### src/pkg/tx_cfg_pkg.sv
// constants and types of the transmitter configuration register bank
// Notes on behaviour
// - sync word low byte register, resets 91h
// - fixed mode sends packet length setting bytes
// - variable mode: length setting is the maximum
// - whitening bit on whitens data, resets one
// - format 00 fifo, 01 serial pin zero
// - format 10 sends nine bit pseudo noise
// - format 11 transparent async data from pin
// - length mode 00 uses fixed length
// - length mode 01 takes first byte length
// - mode 10 unlimited, 11 reserved, resets 01
// - node address register resets zero, broadcast
// - channel times spacing added to base word
// - frequency word top two bits read zero
// - base frequency from 24-bit word, xtal/2^16
// - rate exponent low nibble, resets twelve
// - nine bit mantissa, hidden one, resets 22h
// - rate is (256+m)*2^e/2^28 times clock
// - modulator config upper nibble is read-only
package tx_cfg_pkg;
  localparam int NUM_REGS = 10;
  localparam int SLOT_SYNC_LOW = 0;
  localparam int SLOT_PACKET_LENGTH = 1;
  localparam int SLOT_PACKET_CTRL = 2;
  localparam int SLOT_NODE_ADDRESS = 3;
  localparam int SLOT_CHANNEL = 4;
  localparam int SLOT_FREQUENCY_HIGH = 5;
  localparam int SLOT_FREQUENCY_MID = 6;
  localparam int SLOT_FREQUENCY_LOW = 7;
  localparam int SLOT_RATE_EXPONENT = 8;
  localparam int SLOT_RATE_MANTISSA = 9;
  localparam logic [5:0] REG_OFFSET [NUM_REGS] = '{6'h05, 6'h06, 6'h08,
    6'h09, 6'h0A, 6'h0D, 6'h0E, 6'h0F, 6'h10, 6'h11};
  localparam logic [7:0] REG_RESET [NUM_REGS] = '{8'h91, 8'hFF, 8'h45,
    8'h00, 8'h00, 8'h1E, 8'hC4, 8'hEC, 8'h0C, 8'h22};
  localparam logic [7:0] REG_WMASK [NUM_REGS] = '{8'hFF, 8'hFF, 8'h77,
    8'hFF, 8'hFF, 8'h3F, 8'hFF, 8'hFF, 8'h0F, 8'hFF};
  localparam logic [7:0] REG_RFIXED [NUM_REGS] = '{8'h00, 8'h00, 8'h00,
    8'h00, 8'h00, 8'h00, 8'h00, 8'h00, 8'h80, 8'h00};
  localparam int WHITE_BIT = 6;
  localparam int FORMAT_LSB = 4;
  localparam int CRC_BIT = 2;
  localparam int LENGTH_LSB = 0;
  localparam int EXPONENT_LSB = 0;
  localparam int HDR_READ_BIT = 7;
  localparam int HDR_BURST_BIT = 6;
  localparam logic [2:0] BYTE_LAST_BIT = 3'h7;
  localparam logic [5:0] ADDRESS_STEP = 6'h01;
  localparam logic HIDDEN_ONE = 1'b1;
  localparam int RATE_PHASE_BITS = 28;
  localparam int RATE_ACC_W = RATE_PHASE_BITS + 1;
  localparam logic [15:0] CHANNEL_SPACING_WORD = 16'h0100;
  localparam int CARRIER_W = 25;
  localparam logic [8:0] NOISE_SEED = 9'h1FF;
  localparam int NOISE_TAP = 5;
  typedef enum logic [1:0] {
    SRC_FIFO, SRC_SERIAL_SYNC, SRC_PSEUDO_NOISE, SRC_ASYNC
  } tx_data_source_format_t;
  typedef enum logic [1:0] {
    LEN_FIXED, LEN_VARIABLE, LEN_UNLIMITED, LEN_RESERVED
  } length_mode_t;
endpackage

### src/hw/tx_cfg_regs.sv
// transmitter configuration registers behind the serial register port
`timescale 1ns/1ps
`default_nettype none
module tx_cfg_regs
  import tx_cfg_pkg::*;
(
  input wire logic clk,
  input wire logic rst_n,
  input wire logic cs_n,
  input wire logic sclk,
  input wire logic mosi,
  output logic miso,
  input wire logic fifo_bit,
  input wire logic general_output_pin_zero,
  input wire logic frame_start,
  input wire logic [7:0] length_byte,
  output logic [7:0] sync_low_word,
  output logic [7:0] node_address,
  output logic [7:0] channel_index,
  output logic [23:0] base_frequency_word,
  output logic [CARRIER_W-1:0] carrier_word,
  output logic whitening_on,
  output logic crc_on,
  output logic [1:0] tx_data_source_format,
  output logic [1:0] length_mode,
  output logic [7:0] packet_length,
  output logic length_over,
  output logic length_unlimited,
  output logic symbol_tick,
  output logic tx_bit
);
  logic [7:0] cfg_ff [NUM_REGS];
  logic [7:0] nxt_cfg [NUM_REGS];
  logic sclk_q_ff, nxt_sclk_q;
  logic [2:0] bit_count_ff, nxt_bit_count;
  logic [7:0] shift_in_ff, nxt_shift_in;
  logic [7:0] shift_out_ff, nxt_shift_out;
  logic header_done_ff, nxt_header_done;
  logic read_ff, nxt_read;
  logic burst_ff, nxt_burst;
  logic [5:0] address_ff, nxt_address;
  logic miso_ff, nxt_miso;
  logic wr_en;
  logic [7:0] wr_data;
  logic sclk_rise, sclk_fall;
  logic [7:0] packet_length_ff, nxt_packet_length;
  logic length_over_ff, nxt_length_over;
  logic length_unlimited_ff, nxt_length_unlimited;
  logic [CARRIER_W-1:0] carrier_ff, nxt_carrier;
  logic tx_bit_ff, nxt_tx_bit;
  logic rate_tick, noise_bit;
  tx_data_source_format_t source;
  length_mode_t mode;

  // value seen by a read; fixed bits override stored ones
  function automatic logic [7:0] read_value(input logic [5:0] where);
    logic [7:0] value;
    value = '0;
    for (int i = 0; i < NUM_REGS; i++) begin
      if (where == REG_OFFSET[i]) begin
        value = (cfg_ff[i] & REG_WMASK[i]) | REG_RFIXED[i];
      end
    end
    return value;
  endfunction

  assign sclk_rise = sclk && !sclk_q_ff;
  assign sclk_fall = !sclk && sclk_q_ff;
  assign source = tx_data_source_format_t'(
    cfg_ff[SLOT_PACKET_CTRL][FORMAT_LSB +: 2]);
  assign mode = length_mode_t'(cfg_ff[SLOT_PACKET_CTRL][LENGTH_LSB +: 2]);

  // serial port: header byte then data bytes, msb first
  always_comb begin
    nxt_sclk_q = sclk;
    nxt_bit_count = bit_count_ff;
    nxt_shift_in = shift_in_ff;
    nxt_shift_out = shift_out_ff;
    nxt_header_done = header_done_ff;
    nxt_read = read_ff;
    nxt_burst = burst_ff;
    nxt_address = address_ff;
    nxt_miso = miso_ff;
    wr_en = 1'b0;
    wr_data = '0;
    if (cs_n) begin
      nxt_bit_count = '0;
      nxt_header_done = 1'b0;
      nxt_miso = 1'b0;
    end else if (sclk_rise) begin
      nxt_shift_in = {shift_in_ff[6:0], mosi};
      nxt_bit_count = bit_count_ff + 3'h1;
      if (bit_count_ff == BYTE_LAST_BIT) begin
        if (!header_done_ff) begin
          nxt_header_done = 1'b1;
          nxt_read = nxt_shift_in[HDR_READ_BIT];
          nxt_burst = nxt_shift_in[HDR_BURST_BIT];
          nxt_address = nxt_shift_in[5:0];
          nxt_shift_out = read_value(nxt_shift_in[5:0]);
        end else begin
          wr_en = !read_ff;
          wr_data = nxt_shift_in;
          // burst steps the address by one per data byte so consecutive registers load in one access
          if (burst_ff) begin
            nxt_address = address_ff + ADDRESS_STEP;
          end
          nxt_shift_out = read_value(nxt_address);
        end
      end
    end else if (sclk_fall) begin
      nxt_miso = shift_out_ff[7];
      nxt_shift_out = {shift_out_ff[6:0], 1'b0};
    end
  end

  always_ff @(posedge clk or negedge rst_n) begin
    if (!rst_n) begin
      sclk_q_ff <= 1'b0;
      bit_count_ff <= '0;
      shift_in_ff <= '0;
      shift_out_ff <= '0;
      header_done_ff <= 1'b0;
      read_ff <= 1'b0;
      burst_ff <= 1'b0;
      address_ff <= '0;
      miso_ff <= 1'b0;
    end else begin
      sclk_q_ff <= nxt_sclk_q;
      bit_count_ff <= nxt_bit_count;
      shift_in_ff <= nxt_shift_in;
      shift_out_ff <= nxt_shift_out;
      header_done_ff <= nxt_header_done;
      read_ff <= nxt_read;
      burst_ff <= nxt_burst;
      address_ff <= nxt_address;
      miso_ff <= nxt_miso;
    end
  end

  // register writes through per-register masks
  always_comb begin
    for (int i = 0; i < NUM_REGS; i++) begin
      nxt_cfg[i] = cfg_ff[i];
      if (wr_en && address_ff == REG_OFFSET[i]) begin
        nxt_cfg[i] = wr_data & REG_WMASK[i];
      end
    end
    if (wr_en && address_ff == REG_OFFSET[SLOT_PACKET_CTRL]
        && wr_data[LENGTH_LSB +: 2] == LEN_RESERVED) begin
      nxt_cfg[SLOT_PACKET_CTRL][LENGTH_LSB +: 2] =
        cfg_ff[SLOT_PACKET_CTRL][LENGTH_LSB +: 2];
    end
  end

  always_ff @(posedge clk or negedge rst_n) begin
    if (!rst_n) begin
      for (int i = 0; i < NUM_REGS; i++) begin
        cfg_ff[i] <= REG_RESET[i];
      end
    end else begin
      for (int i = 0; i < NUM_REGS; i++) begin
        cfg_ff[i] <= nxt_cfg[i];
      end
    end
  end

  // packet length for the frame, sampled at frame start
  always_comb begin
    nxt_packet_length = packet_length_ff;
    nxt_length_over = length_over_ff;
    nxt_length_unlimited = length_unlimited_ff;
    if (frame_start) begin
      nxt_length_over = 1'b0;
      nxt_length_unlimited = 1'b0;
      nxt_packet_length = cfg_ff[SLOT_PACKET_LENGTH];
      unique case (mode)
        LEN_FIXED: begin
        end
        LEN_VARIABLE: begin
          nxt_packet_length = length_byte;
          nxt_length_over = length_byte > cfg_ff[SLOT_PACKET_LENGTH];
        end
        LEN_UNLIMITED: nxt_length_unlimited = 1'b1;
        LEN_RESERVED: begin
        end
      endcase
    end
  end

  // carrier word, base plus channel offset
  always_comb begin
    nxt_carrier = CARRIER_W'({cfg_ff[SLOT_FREQUENCY_HIGH],
      cfg_ff[SLOT_FREQUENCY_MID], cfg_ff[SLOT_FREQUENCY_LOW]})
      + CARRIER_W'(cfg_ff[SLOT_CHANNEL] * CHANNEL_SPACING_WORD);
  end

  // data bit selection; async mode bypasses the symbol clock
  always_comb begin
    nxt_tx_bit = tx_bit_ff;
    unique case (source)
      SRC_FIFO: if (rate_tick) begin
        nxt_tx_bit = fifo_bit ^ (whitening_on & noise_bit);
      end
      SRC_SERIAL_SYNC: if (rate_tick) begin
        nxt_tx_bit = general_output_pin_zero ^ (whitening_on & noise_bit);
      end
      SRC_PSEUDO_NOISE: if (rate_tick) begin
        nxt_tx_bit = noise_bit;
      end
      SRC_ASYNC: nxt_tx_bit = general_output_pin_zero;
    endcase
  end

  always_ff @(posedge clk or negedge rst_n) begin
    if (!rst_n) begin
      packet_length_ff <= '0;
      length_over_ff <= 1'b0;
      length_unlimited_ff <= 1'b0;
      carrier_ff <= '0;
      tx_bit_ff <= 1'b0;
    end else begin
      packet_length_ff <= nxt_packet_length;
      length_over_ff <= nxt_length_over;
      length_unlimited_ff <= nxt_length_unlimited;
      carrier_ff <= nxt_carrier;
      tx_bit_ff <= nxt_tx_bit;
    end
  end

  // symbol rate from mantissa and exponent
  symbol_rate_tick u_rate (
    .clk(clk),
    .rst_n(rst_n),
    .mantissa(cfg_ff[SLOT_RATE_MANTISSA]),
    .exponent(cfg_ff[SLOT_RATE_EXPONENT][EXPONENT_LSB +: 4]),
    .tick(rate_tick)
  );

  pseudo_noise_gen u_noise (
    .clk(clk),
    .rst_n(rst_n),
    .restart(frame_start),
    .advance(rate_tick && source != SRC_ASYNC),
    .noise_bit(noise_bit)
  );

  assign miso = miso_ff;
  assign sync_low_word = cfg_ff[SLOT_SYNC_LOW];
  assign node_address = cfg_ff[SLOT_NODE_ADDRESS];
  assign channel_index = cfg_ff[SLOT_CHANNEL];
  assign base_frequency_word = {cfg_ff[SLOT_FREQUENCY_HIGH],
    cfg_ff[SLOT_FREQUENCY_MID], cfg_ff[SLOT_FREQUENCY_LOW]};
  assign carrier_word = carrier_ff;
  assign whitening_on = cfg_ff[SLOT_PACKET_CTRL][WHITE_BIT];
  assign crc_on = cfg_ff[SLOT_PACKET_CTRL][CRC_BIT];
  assign tx_data_source_format = cfg_ff[SLOT_PACKET_CTRL][FORMAT_LSB +: 2];
  assign length_mode = cfg_ff[SLOT_PACKET_CTRL][LENGTH_LSB +: 2];
  assign packet_length = packet_length_ff;
  assign length_over = length_over_ff;
  assign length_unlimited = length_unlimited_ff;
  assign symbol_tick = rate_tick;
  assign tx_bit = tx_bit_ff;
endmodule
`default_nettype wire

### src/hw/pseudo_noise_gen.sv
// nine bit pseudo noise sequence generator
`timescale 1ns/1ps
`default_nettype none
module pseudo_noise_gen
  import tx_cfg_pkg::*;
(
  input wire logic clk,
  input wire logic rst_n,
  input wire logic restart,
  input wire logic advance,
  output logic noise_bit
);
  logic [8:0] lfsr_ff;
  logic [8:0] nxt_lfsr;

  always_comb begin
    nxt_lfsr = lfsr_ff;
    if (restart) begin
      nxt_lfsr = NOISE_SEED;
    end else if (advance) begin
      nxt_lfsr = {lfsr_ff[NOISE_TAP] ^ lfsr_ff[0], lfsr_ff[8:1]};
    end
  end

  always_ff @(posedge clk or negedge rst_n) begin
    if (!rst_n) begin
      lfsr_ff <= NOISE_SEED;
    end else begin
      lfsr_ff <= nxt_lfsr;
    end
  end

  assign noise_bit = lfsr_ff[0];
endmodule
`default_nettype wire

### src/hw/symbol_rate_tick.sv
// symbol rate phase accumulator, one tick per symbol
`timescale 1ns/1ps
`default_nettype none
module symbol_rate_tick
  import tx_cfg_pkg::*;
(
  input wire logic clk,
  input wire logic rst_n,
  input wire logic [7:0] mantissa,
  input wire logic [3:0] exponent,
  output logic tick
);
  logic [RATE_PHASE_BITS-1:0] phase_ff;
  logic [RATE_PHASE_BITS-1:0] nxt_phase;
  logic tick_ff;
  logic nxt_tick;
  logic [RATE_ACC_W-1:0] sum;

  always_comb begin
    sum = {1'b0, phase_ff}
      + (RATE_ACC_W'({HIDDEN_ONE, mantissa}) << exponent);
    nxt_phase = sum[RATE_PHASE_BITS-1:0];
    nxt_tick = sum[RATE_PHASE_BITS];
  end

  always_ff @(posedge clk or negedge rst_n) begin
    if (!rst_n) begin
      phase_ff <= '0;
      tick_ff <= 1'b0;
    end else begin
      phase_ff <= nxt_phase;
      tick_ff <= nxt_tick;
    end
  end

  assign tick = tick_ff;
endmodule
`default_nettype wire

### config.mk
export PLATFORM = sky130hd
export DESIGN_NAME = tx_cfg_regs
export DESIGN_NICKNAME = d
export VERILOG_FILES = /design/src/pkg/tx_cfg_pkg.sv /design/src/hw/tx_cfg_regs.sv /design/src/hw/pseudo_noise_gen.sv /design/src/hw/symbol_rate_tick.sv
export SDC_FILE = /design/constraint.sdc
export NUM_CORES = 1
export LEC_CHECK = 0
export ABC_AREA = 1
export BUFFER_PORTS_ARGS = -buffer_cell sky130_fd_sc_hd__buf_2
export CAP_MARGIN = 25
export CORE_MARGIN = 1
export CORE_UTILIZATION = 65
export CTS_CLUSTER_DIAMETER = 150
export DETAILED_ROUTE_END_ITERATION = 8
export PLACE_DENSITY = 0.92
export RECOVER_POWER = 50
export SLEW_MARGIN = 5
export SYNTH_ARGS = -nofsm -noshare
export SYNTH_HDL_FRONTEND = slang
export SYNTH_SLANG_ARGS = --single-unit
### constraint.sdc
create_clock -name clk -period 7.5 [get_ports clk]
set_input_delay 0.375 -clock clk [delete_from_list [all_inputs] [get_ports clk]]
set_output_delay 0.375 -clock clk [all_outputs]
set_load 0.005 [all_outputs]
Word-level counts from Yosys, hierarchy flattened
Cells that the tools add are included.
{"block": "totals", "register_bits": 173, "inputBits": 16, "output_inout_bits": 92}
{"block": "classes", "add_sub_neg": 4, "magnitude_cmp": 1, "n_eq_ne": 43, "n_shift": 1, "mux": 55, "bitwise": 7, "reduce_logical": 31}
{"operator": "$mux 8", "n": 29}
{"operator": "$eq 6x4->1 const B", "n": 18}
{"operator": "$eq 6x3->1 const B", "n": 6}
{"operator": "$eq 6x5->1 const B", "n": 6}
{"operator": "$mux 6", "n": 6}
{"operator": "$add 28x29->29", "n": 1}
{"operator": "$shl 9x4->29", "n": 1}
{"operator": "$add 22x16->23", "n": 1}
{"operator": "$mux 9", "n": 2}
{"operator": "$mux 1", "n": 15}
{"operator": "$logic_and 1x1->1", "n": 14}
{"operator": "$reduce_bool 2->1", "n": 5}
{"operator": "$reduce_and 3->1", "n": 3}
{"operator": "$eq 2x2->1 const B", "n": 4}
{"operator": "$gt 8x8->1", "n": 1}
{"operator": "$ne 2x1->1 const B", "n": 4}
{"operator": "$reduce_and 2->1", "n": 4}
{"operator": "$add 6x1->6 const B", "n": 1}
{"operator": "$mux 3", "n": 2}
{"operator": "$eq 2x1->1 const B", "n": 2}
{"operator": "$ne 2x2->1 const B", "n": 2}
{"operator": "$pmux 1 s4", "n": 1}
{"operator": "$reduce_and 4->1", "n": 1}
{"operator": "$add 3x1->3 const B", "n": 1}
{"operator": "other kinds (6)", "n": 12}

Longest topological paths before layout
{"block": "depth", "depth_word": 20, "mapped_depth": 22, "mapped_depth_nobuf": 21}

Cells and area by module
A second synthesis with hierarchy kept.
{"block": "hier_totals", "hier_cells": 1559, "hier_area_um2": 11232.0}
{"mod": "tx_cfg_regs", "instances": 1, "cells_per_inst": 979, "area_per_inst_um2": 7668.6}
{"mod": "symbol_rate_tick", "instances": 1, "cells_per_inst": 538, "area_per_inst_um2": 3181.8}
{"mod": "pseudo_noise_gen", "instances": 1, "cells_per_inst": 42, "area_per_inst_um2": 381.6}

Worst setup path before layout
OpenSTA, ideal clock, no wires.
{"block": "synth_path", "path_kind": "register to register", "from": "reg cfg_ff[11] (netlist bit)", "to": "reg u_rate.phase_ff[15]", "setup_ns": 0.080, "arrival_ns": 2.779, "setup_slack_ns": 4.641, "stages_incl_launch_ff": 13, "synth_period_minus_slack_ns": 2.859, "path_cell_list": "dfstp_2 -> clkbuf_1 -> clkbuf_1 -> nor2_1 -> ha_1 -> a21oi_1 -> nand2_1 -> a21boi_0 -> o21ai_0 -> a21oi_1 -> o21ai_0 -> a21oi_1 -> xnor2_1"}
{"block": "synth_via", "elab_chain_len": 2}
{"item": "start: declaration", "line_no": "tx_cfg_regs.sv:32", "rtl": "logic [7:0] cfg_ff [NUM_REGS];"}
{"item": "start signal: indexed assignment", "line_no": "tx_cfg_regs.sv:158", "rtl": "cfg_ff[i] <= REG_RESET[i];"}
{"item": "start signal: indexed assignment", "line_no": "tx_cfg_regs.sv:162", "rtl": "cfg_ff[i] <= nxt_cfg[i];"}
{"item": "$shl 9x4->29", "line_no": "symbol_rate_tick.sv:21", "rtl": "+ (RATE_ACC_W'({HIDDEN_ONE, mantissa}) << exponent);"}
{"item": "$add 28x29->29", "line_no": "symbol_rate_tick.sv:21"}
{"item": "named net u_rate.sum[15]", "line_no": "symbol_rate_tick.sv:17", "rtl": "logic [RATE_ACC_W-1:0] sum;"}
{"item": "end signal: assignment", "line_no": "symbol_rate_tick.sv:31", "rtl": "phase_ff <= nxt_phase;"}
{"item": "end: declaration", "line_no": "symbol_rate_tick.sv:13", "rtl": "logic [RATE_PHASE_BITS-1:0] phase_ff;"}
The timed path passes the listed nets, and every way through them passes these cells.
A chain may end at the register's enable or synchronous reset.

Worst setup path in the final report
{"block": "layout_path", "from": "reg sclk_q_ff", "to": "reg cfg_ff, in the netlist base_frequency_word[16]"}
{"block": "layout_via", "elab_chain_len": 5}
{"item": "start: declaration", "line_no": "tx_cfg_regs.sv:34", "rtl": "logic sclk_q_ff, nxt_sclk_q;"}
{"item": "start signal: assignment", "line_no": "tx_cfg_regs.sv:128", "rtl": "sclk_q_ff <= nxt_sclk_q;"}
{"item": "$logic_not 1->1 (*)", "line_no": "tx_cfg_regs.sv:67", "rtl": "assign sclk_rise = sclk && !sclk_q_ff;"}
{"item": "$logic_and 1x1->1 (*)", "line_no": "tx_cfg_regs.sv:67"}
{"item": "$mux 1", "line_no": "tx_cfg_regs.sv:90", "rtl": "end else if (sclk_rise) begin"}
{"item": "$mux 1", "line_no": "tx_cfg_regs.sv:86", "rtl": "if (cs_n) begin"}
{"item": "$logic_and 1x1->1", "line_no": "tx_cfg_regs.sv:144", "rtl": "if (wr_en && address_ff == REG_OFFSET[i]) begin"}
Mark *: on every way between the ends. The rest lies on a longest branch, timed or not.

==> results by group <==
Status
  – Status: finished, final reports clean

Clocking
  – Worst-Skew Late Latency: 0.44 ns
  – Clk root buf: clkbuf_16
  – CTS Hold Bufs: 0
  – TritonCTS clock tree: done
  – CTS sink count: 173
  – # H-tree levels: 4
  – # resized after CTS: 0
  – TritonCTS Buffers: 17
  – Clk slew on worst S/H paths: 0.07 ns
  – Clock Tree Buf Depth: 2
  – Post-CTS Setup Inserts: 0

Final layout
  – Area Overhead vs Synth: 7.73%
  – Fin util: 72.0%
  – Layout cells sized above 1: 10.4%
  – Post-route cell area: 0.0114 sq mm
  – Inserted Diodes: 0
  – Net count, final: 1461
  – Leading cell type in the layout, fill and taps excluded: nand2_1
  – Non-filler cells, final: 1626
  – Most frequent cells in the layout: nand2_1 (349), o21ai_0 (144), dfrtp_1 (134)

STA
  – Min Hold Slack: 0.0179 ns
  – Tcrit/Tclk final: 57.3%
  – Sum Neg Setup Slack: 0 ns
  – Fmax: 232 MHz
  – Slew HR: 26.9%
  – Min cycle time layout: 4.30 ns
  – Hold Fails Final Rpt: 0
  – Skew final: 0.0113 ns
  – Unrepaired setup endpoints after global routing: no
  – Final setup fails: 0
  – Setup WS post-layout: 3.20 ns
  – Slew Viols, Final: 0
  – Worst Tran Pin Value: 1.09 ns

Synth
  – Yosys top cell by area: dfrtp_1
  – Number of synthesized flops with an enable pin: 0
  – Top-area cell type share of the netlist area: 31.6%
  – Number of synthesized register bits: 173
  – Synth warn: 0
  – Syn Inst Count: 1356
  – Biggest area contributors in the synthesized netlist: dfrtp_1 (32%), nand2_1 (12%), dfstp_2 (9.7%), o21ai_0 (6.8%), ha_1 (5.4%)
  – Sequential-to-total area share from yosys stat: 41.3%
  – Post-synth ARST share: 100%
  – Post-Syn Area: 0.0106 sq mm
  – Avg Cell Area, Syn: 7.83 sq um
  – Most used flip-flop cell after synthesis: dfrtp_1
  – Library cells used by synthesis: 55

Drt
  – Post-Route WL: 30600 um
  – Detailed Routing Iterations Pass 1: 6
  – Via/cell ratio: 5.96
  – # DRC: 0
  – Starting DRT DRC Count: 1190
  – Vias: 9693
  – Wirelength per Cell: 18.8 um
  – Antenna-violating nets left: 0

Pwr
  – Clock network power share: 46.4%
  – Max IR drop VDD: 166 uV
  – Sw frac: 25.4%
  – Internal power: 1.57 mW
  – PwrDens: 184 mW/mm^2
  – Sequential fraction of design power: 46.7%
  – Total Power: 2.11 mW
  – Psw: 536 uW
  – Part of the power in combinational logic: 6.9%
  – Leak pwr: 5.48 nW

Place
  – Pre-CTS WS: 4.09 ns
  – HPWL after DPL: 22300 um
  – Placer Congestion: 1.01
  – Buffers added on ports: 103
  – DP Area: 0.0109 sq mm
  – Inst Count DP: 1594

Worst setup path
  – CP Capture Type: register
  – Startpoint Class: register
  – CP arrival: 4.61 ns
  – Crit Path Max Fanout: 17
  – WS Path Type: reg2reg
  – Critical Path RT: 7.81 ns

Floorplan
  – FP Rows: 46
  – Starting Density: 66.8%
  – Top-Level Pins: 108
  – Die width: 130 um
  – Die height: 130 um
  – Core area: 0.0159 sq mm
  – Die area: 0.0168 sq mm

GRT
  – GRT Residual Overflow: 0
  – Gr usage total: 37.4%
  – Vias in the first global route: 9090
  – First-pass GRT wire length: 47500 um
  – Pin count of the biggest net entering global routing: 104
  – Antenna violations before repair: 0

Worst hold path
  – Hold crit path type: in2async

Run
  – Total of max-cap violations: 0
[sequential cells by signal, indices dropped and copies added, names as in the netlist, 3 cells and up]
signal               cells
base_frequency_word     22
bit_count_ff             3
u_noise.lfsr_ff          9
address_ff               6
cfg_ff                  20
carrier_word            23
shift_out_ff             8
node_address             8
u_rate.phase_ff         28
channel_index            8
sync_low_word            8
packet_length            8
shift_in_ff              7
[cell families after synthesis]
family                     after synthesis  share of synthesized area, %
DFF                                    173                          41.3
xor gates and xnor gates                41                          3.45
buffers and inverters                  210                          9.65
muxes                                    1                        0.0943
adders and majority gates               48                          5.80
AOI/OAI and AO/OA                      306                          15.6
other                                    1                        0.0353
and+or+nand+nor                        576                          24.1
[path summary, 6_finish.rpt]
kind                                           startpoint                                   to  slack [ns]  depth (start not counted)
setup / recovery                      sclk_q_ff$_DFF_PN0_  base_frequency_word[16]$_DFFE_PN0P_        3.20                         12
hold / removal                                      rst_n         packet_length[4]$_DFFE_PN0P_        0.02                          1
setup reg to reg                      sclk_q_ff$_DFF_PN0_  base_frequency_word[16]$_DFFE_PN0P_        3.20                         12
hold reg to reg            u_noise.lfsr_ff[3]$_DFFE_PN1P_       u_noise.lfsr_ff[3]$_DFFE_PN1P_        0.48                          2
max in group asynchronous                           rst_n           header_done_ff$_DFFE_PN0P_        6.07                          2
min in group clk                                     sclk                  sclk_q_ff$_DFF_PN0_        0.06                          1
[layout make-up]
cell class | instances | area (sq um)
well taps | 216 | 270
repair buffers | 105 | 477
inverters | 124 | 469
multi-input cells | 976 | 5200
clock buffers | 19 | 443
flip-flops and latches | 173 | 4380
clock inverters | 13 | 198
fillers | 1265 | 4450
[cell usage after synthesis (3+ instances only)]
cell type and instances:
a21boi_0 3, a21oi_1 79, a221oi_1 3, buf_2 10, buf_4 56, clkbuf_1 17, dfrtp_1 134, dfstp_2 39
ha_1 46, inv_1 115, inv_2 7, nand2_1 349, nand2_2 3, nand3_1 68, nand3b_1 4, nand4_1 12
nand4_4 5, nor2_1 100, nor2_2 5, nor2_4 3, nor2_8 4, nor3_1 8, nor4_1 5, o21ai_0 144
o21ai_1 46, o21bai_1 4, o221ai_1 6, o31ai_1 3, xnor2_1 14, xor2_1 26
[power by group through the flow]
stage	Combinational [mW]	Sequential, mW	Clock [mW]
final	0.146	0.985	0.978
after global routing	0.163	0.987	1.02
after CTS	0.145	0.984	0.977
after detailed placement	0.142	1.00	0
after global placement	0.137	0.999	0
after floorplan	0.0938	0.993	0
[routing by layer]
metal | global-route usage, % | share of wire (%)
met1 | 49.0 | 41
met2 | 59.2 | 45
met3 | 8.04 | 8.8
met4 | 18.0 | 4.2
met5 | 0 | 0
[worst max-delay path, cell delays in order, from the launching register on]
cell	delay, ns
dfrtp_1	0.39
nor2_1	0.38
inv_1	0.30
nor2_1	0.89
clkinvlp_2	0.58
nor2_8	0.27
inv_4	0.10
nor2_8	0.21
inv_2	0.11
nor2_8	0.28
nand4_2	0.41
nand2_1	0.15
o21ai_1	0.07
No activity file was read; power rests on OpenSTA's default activity.
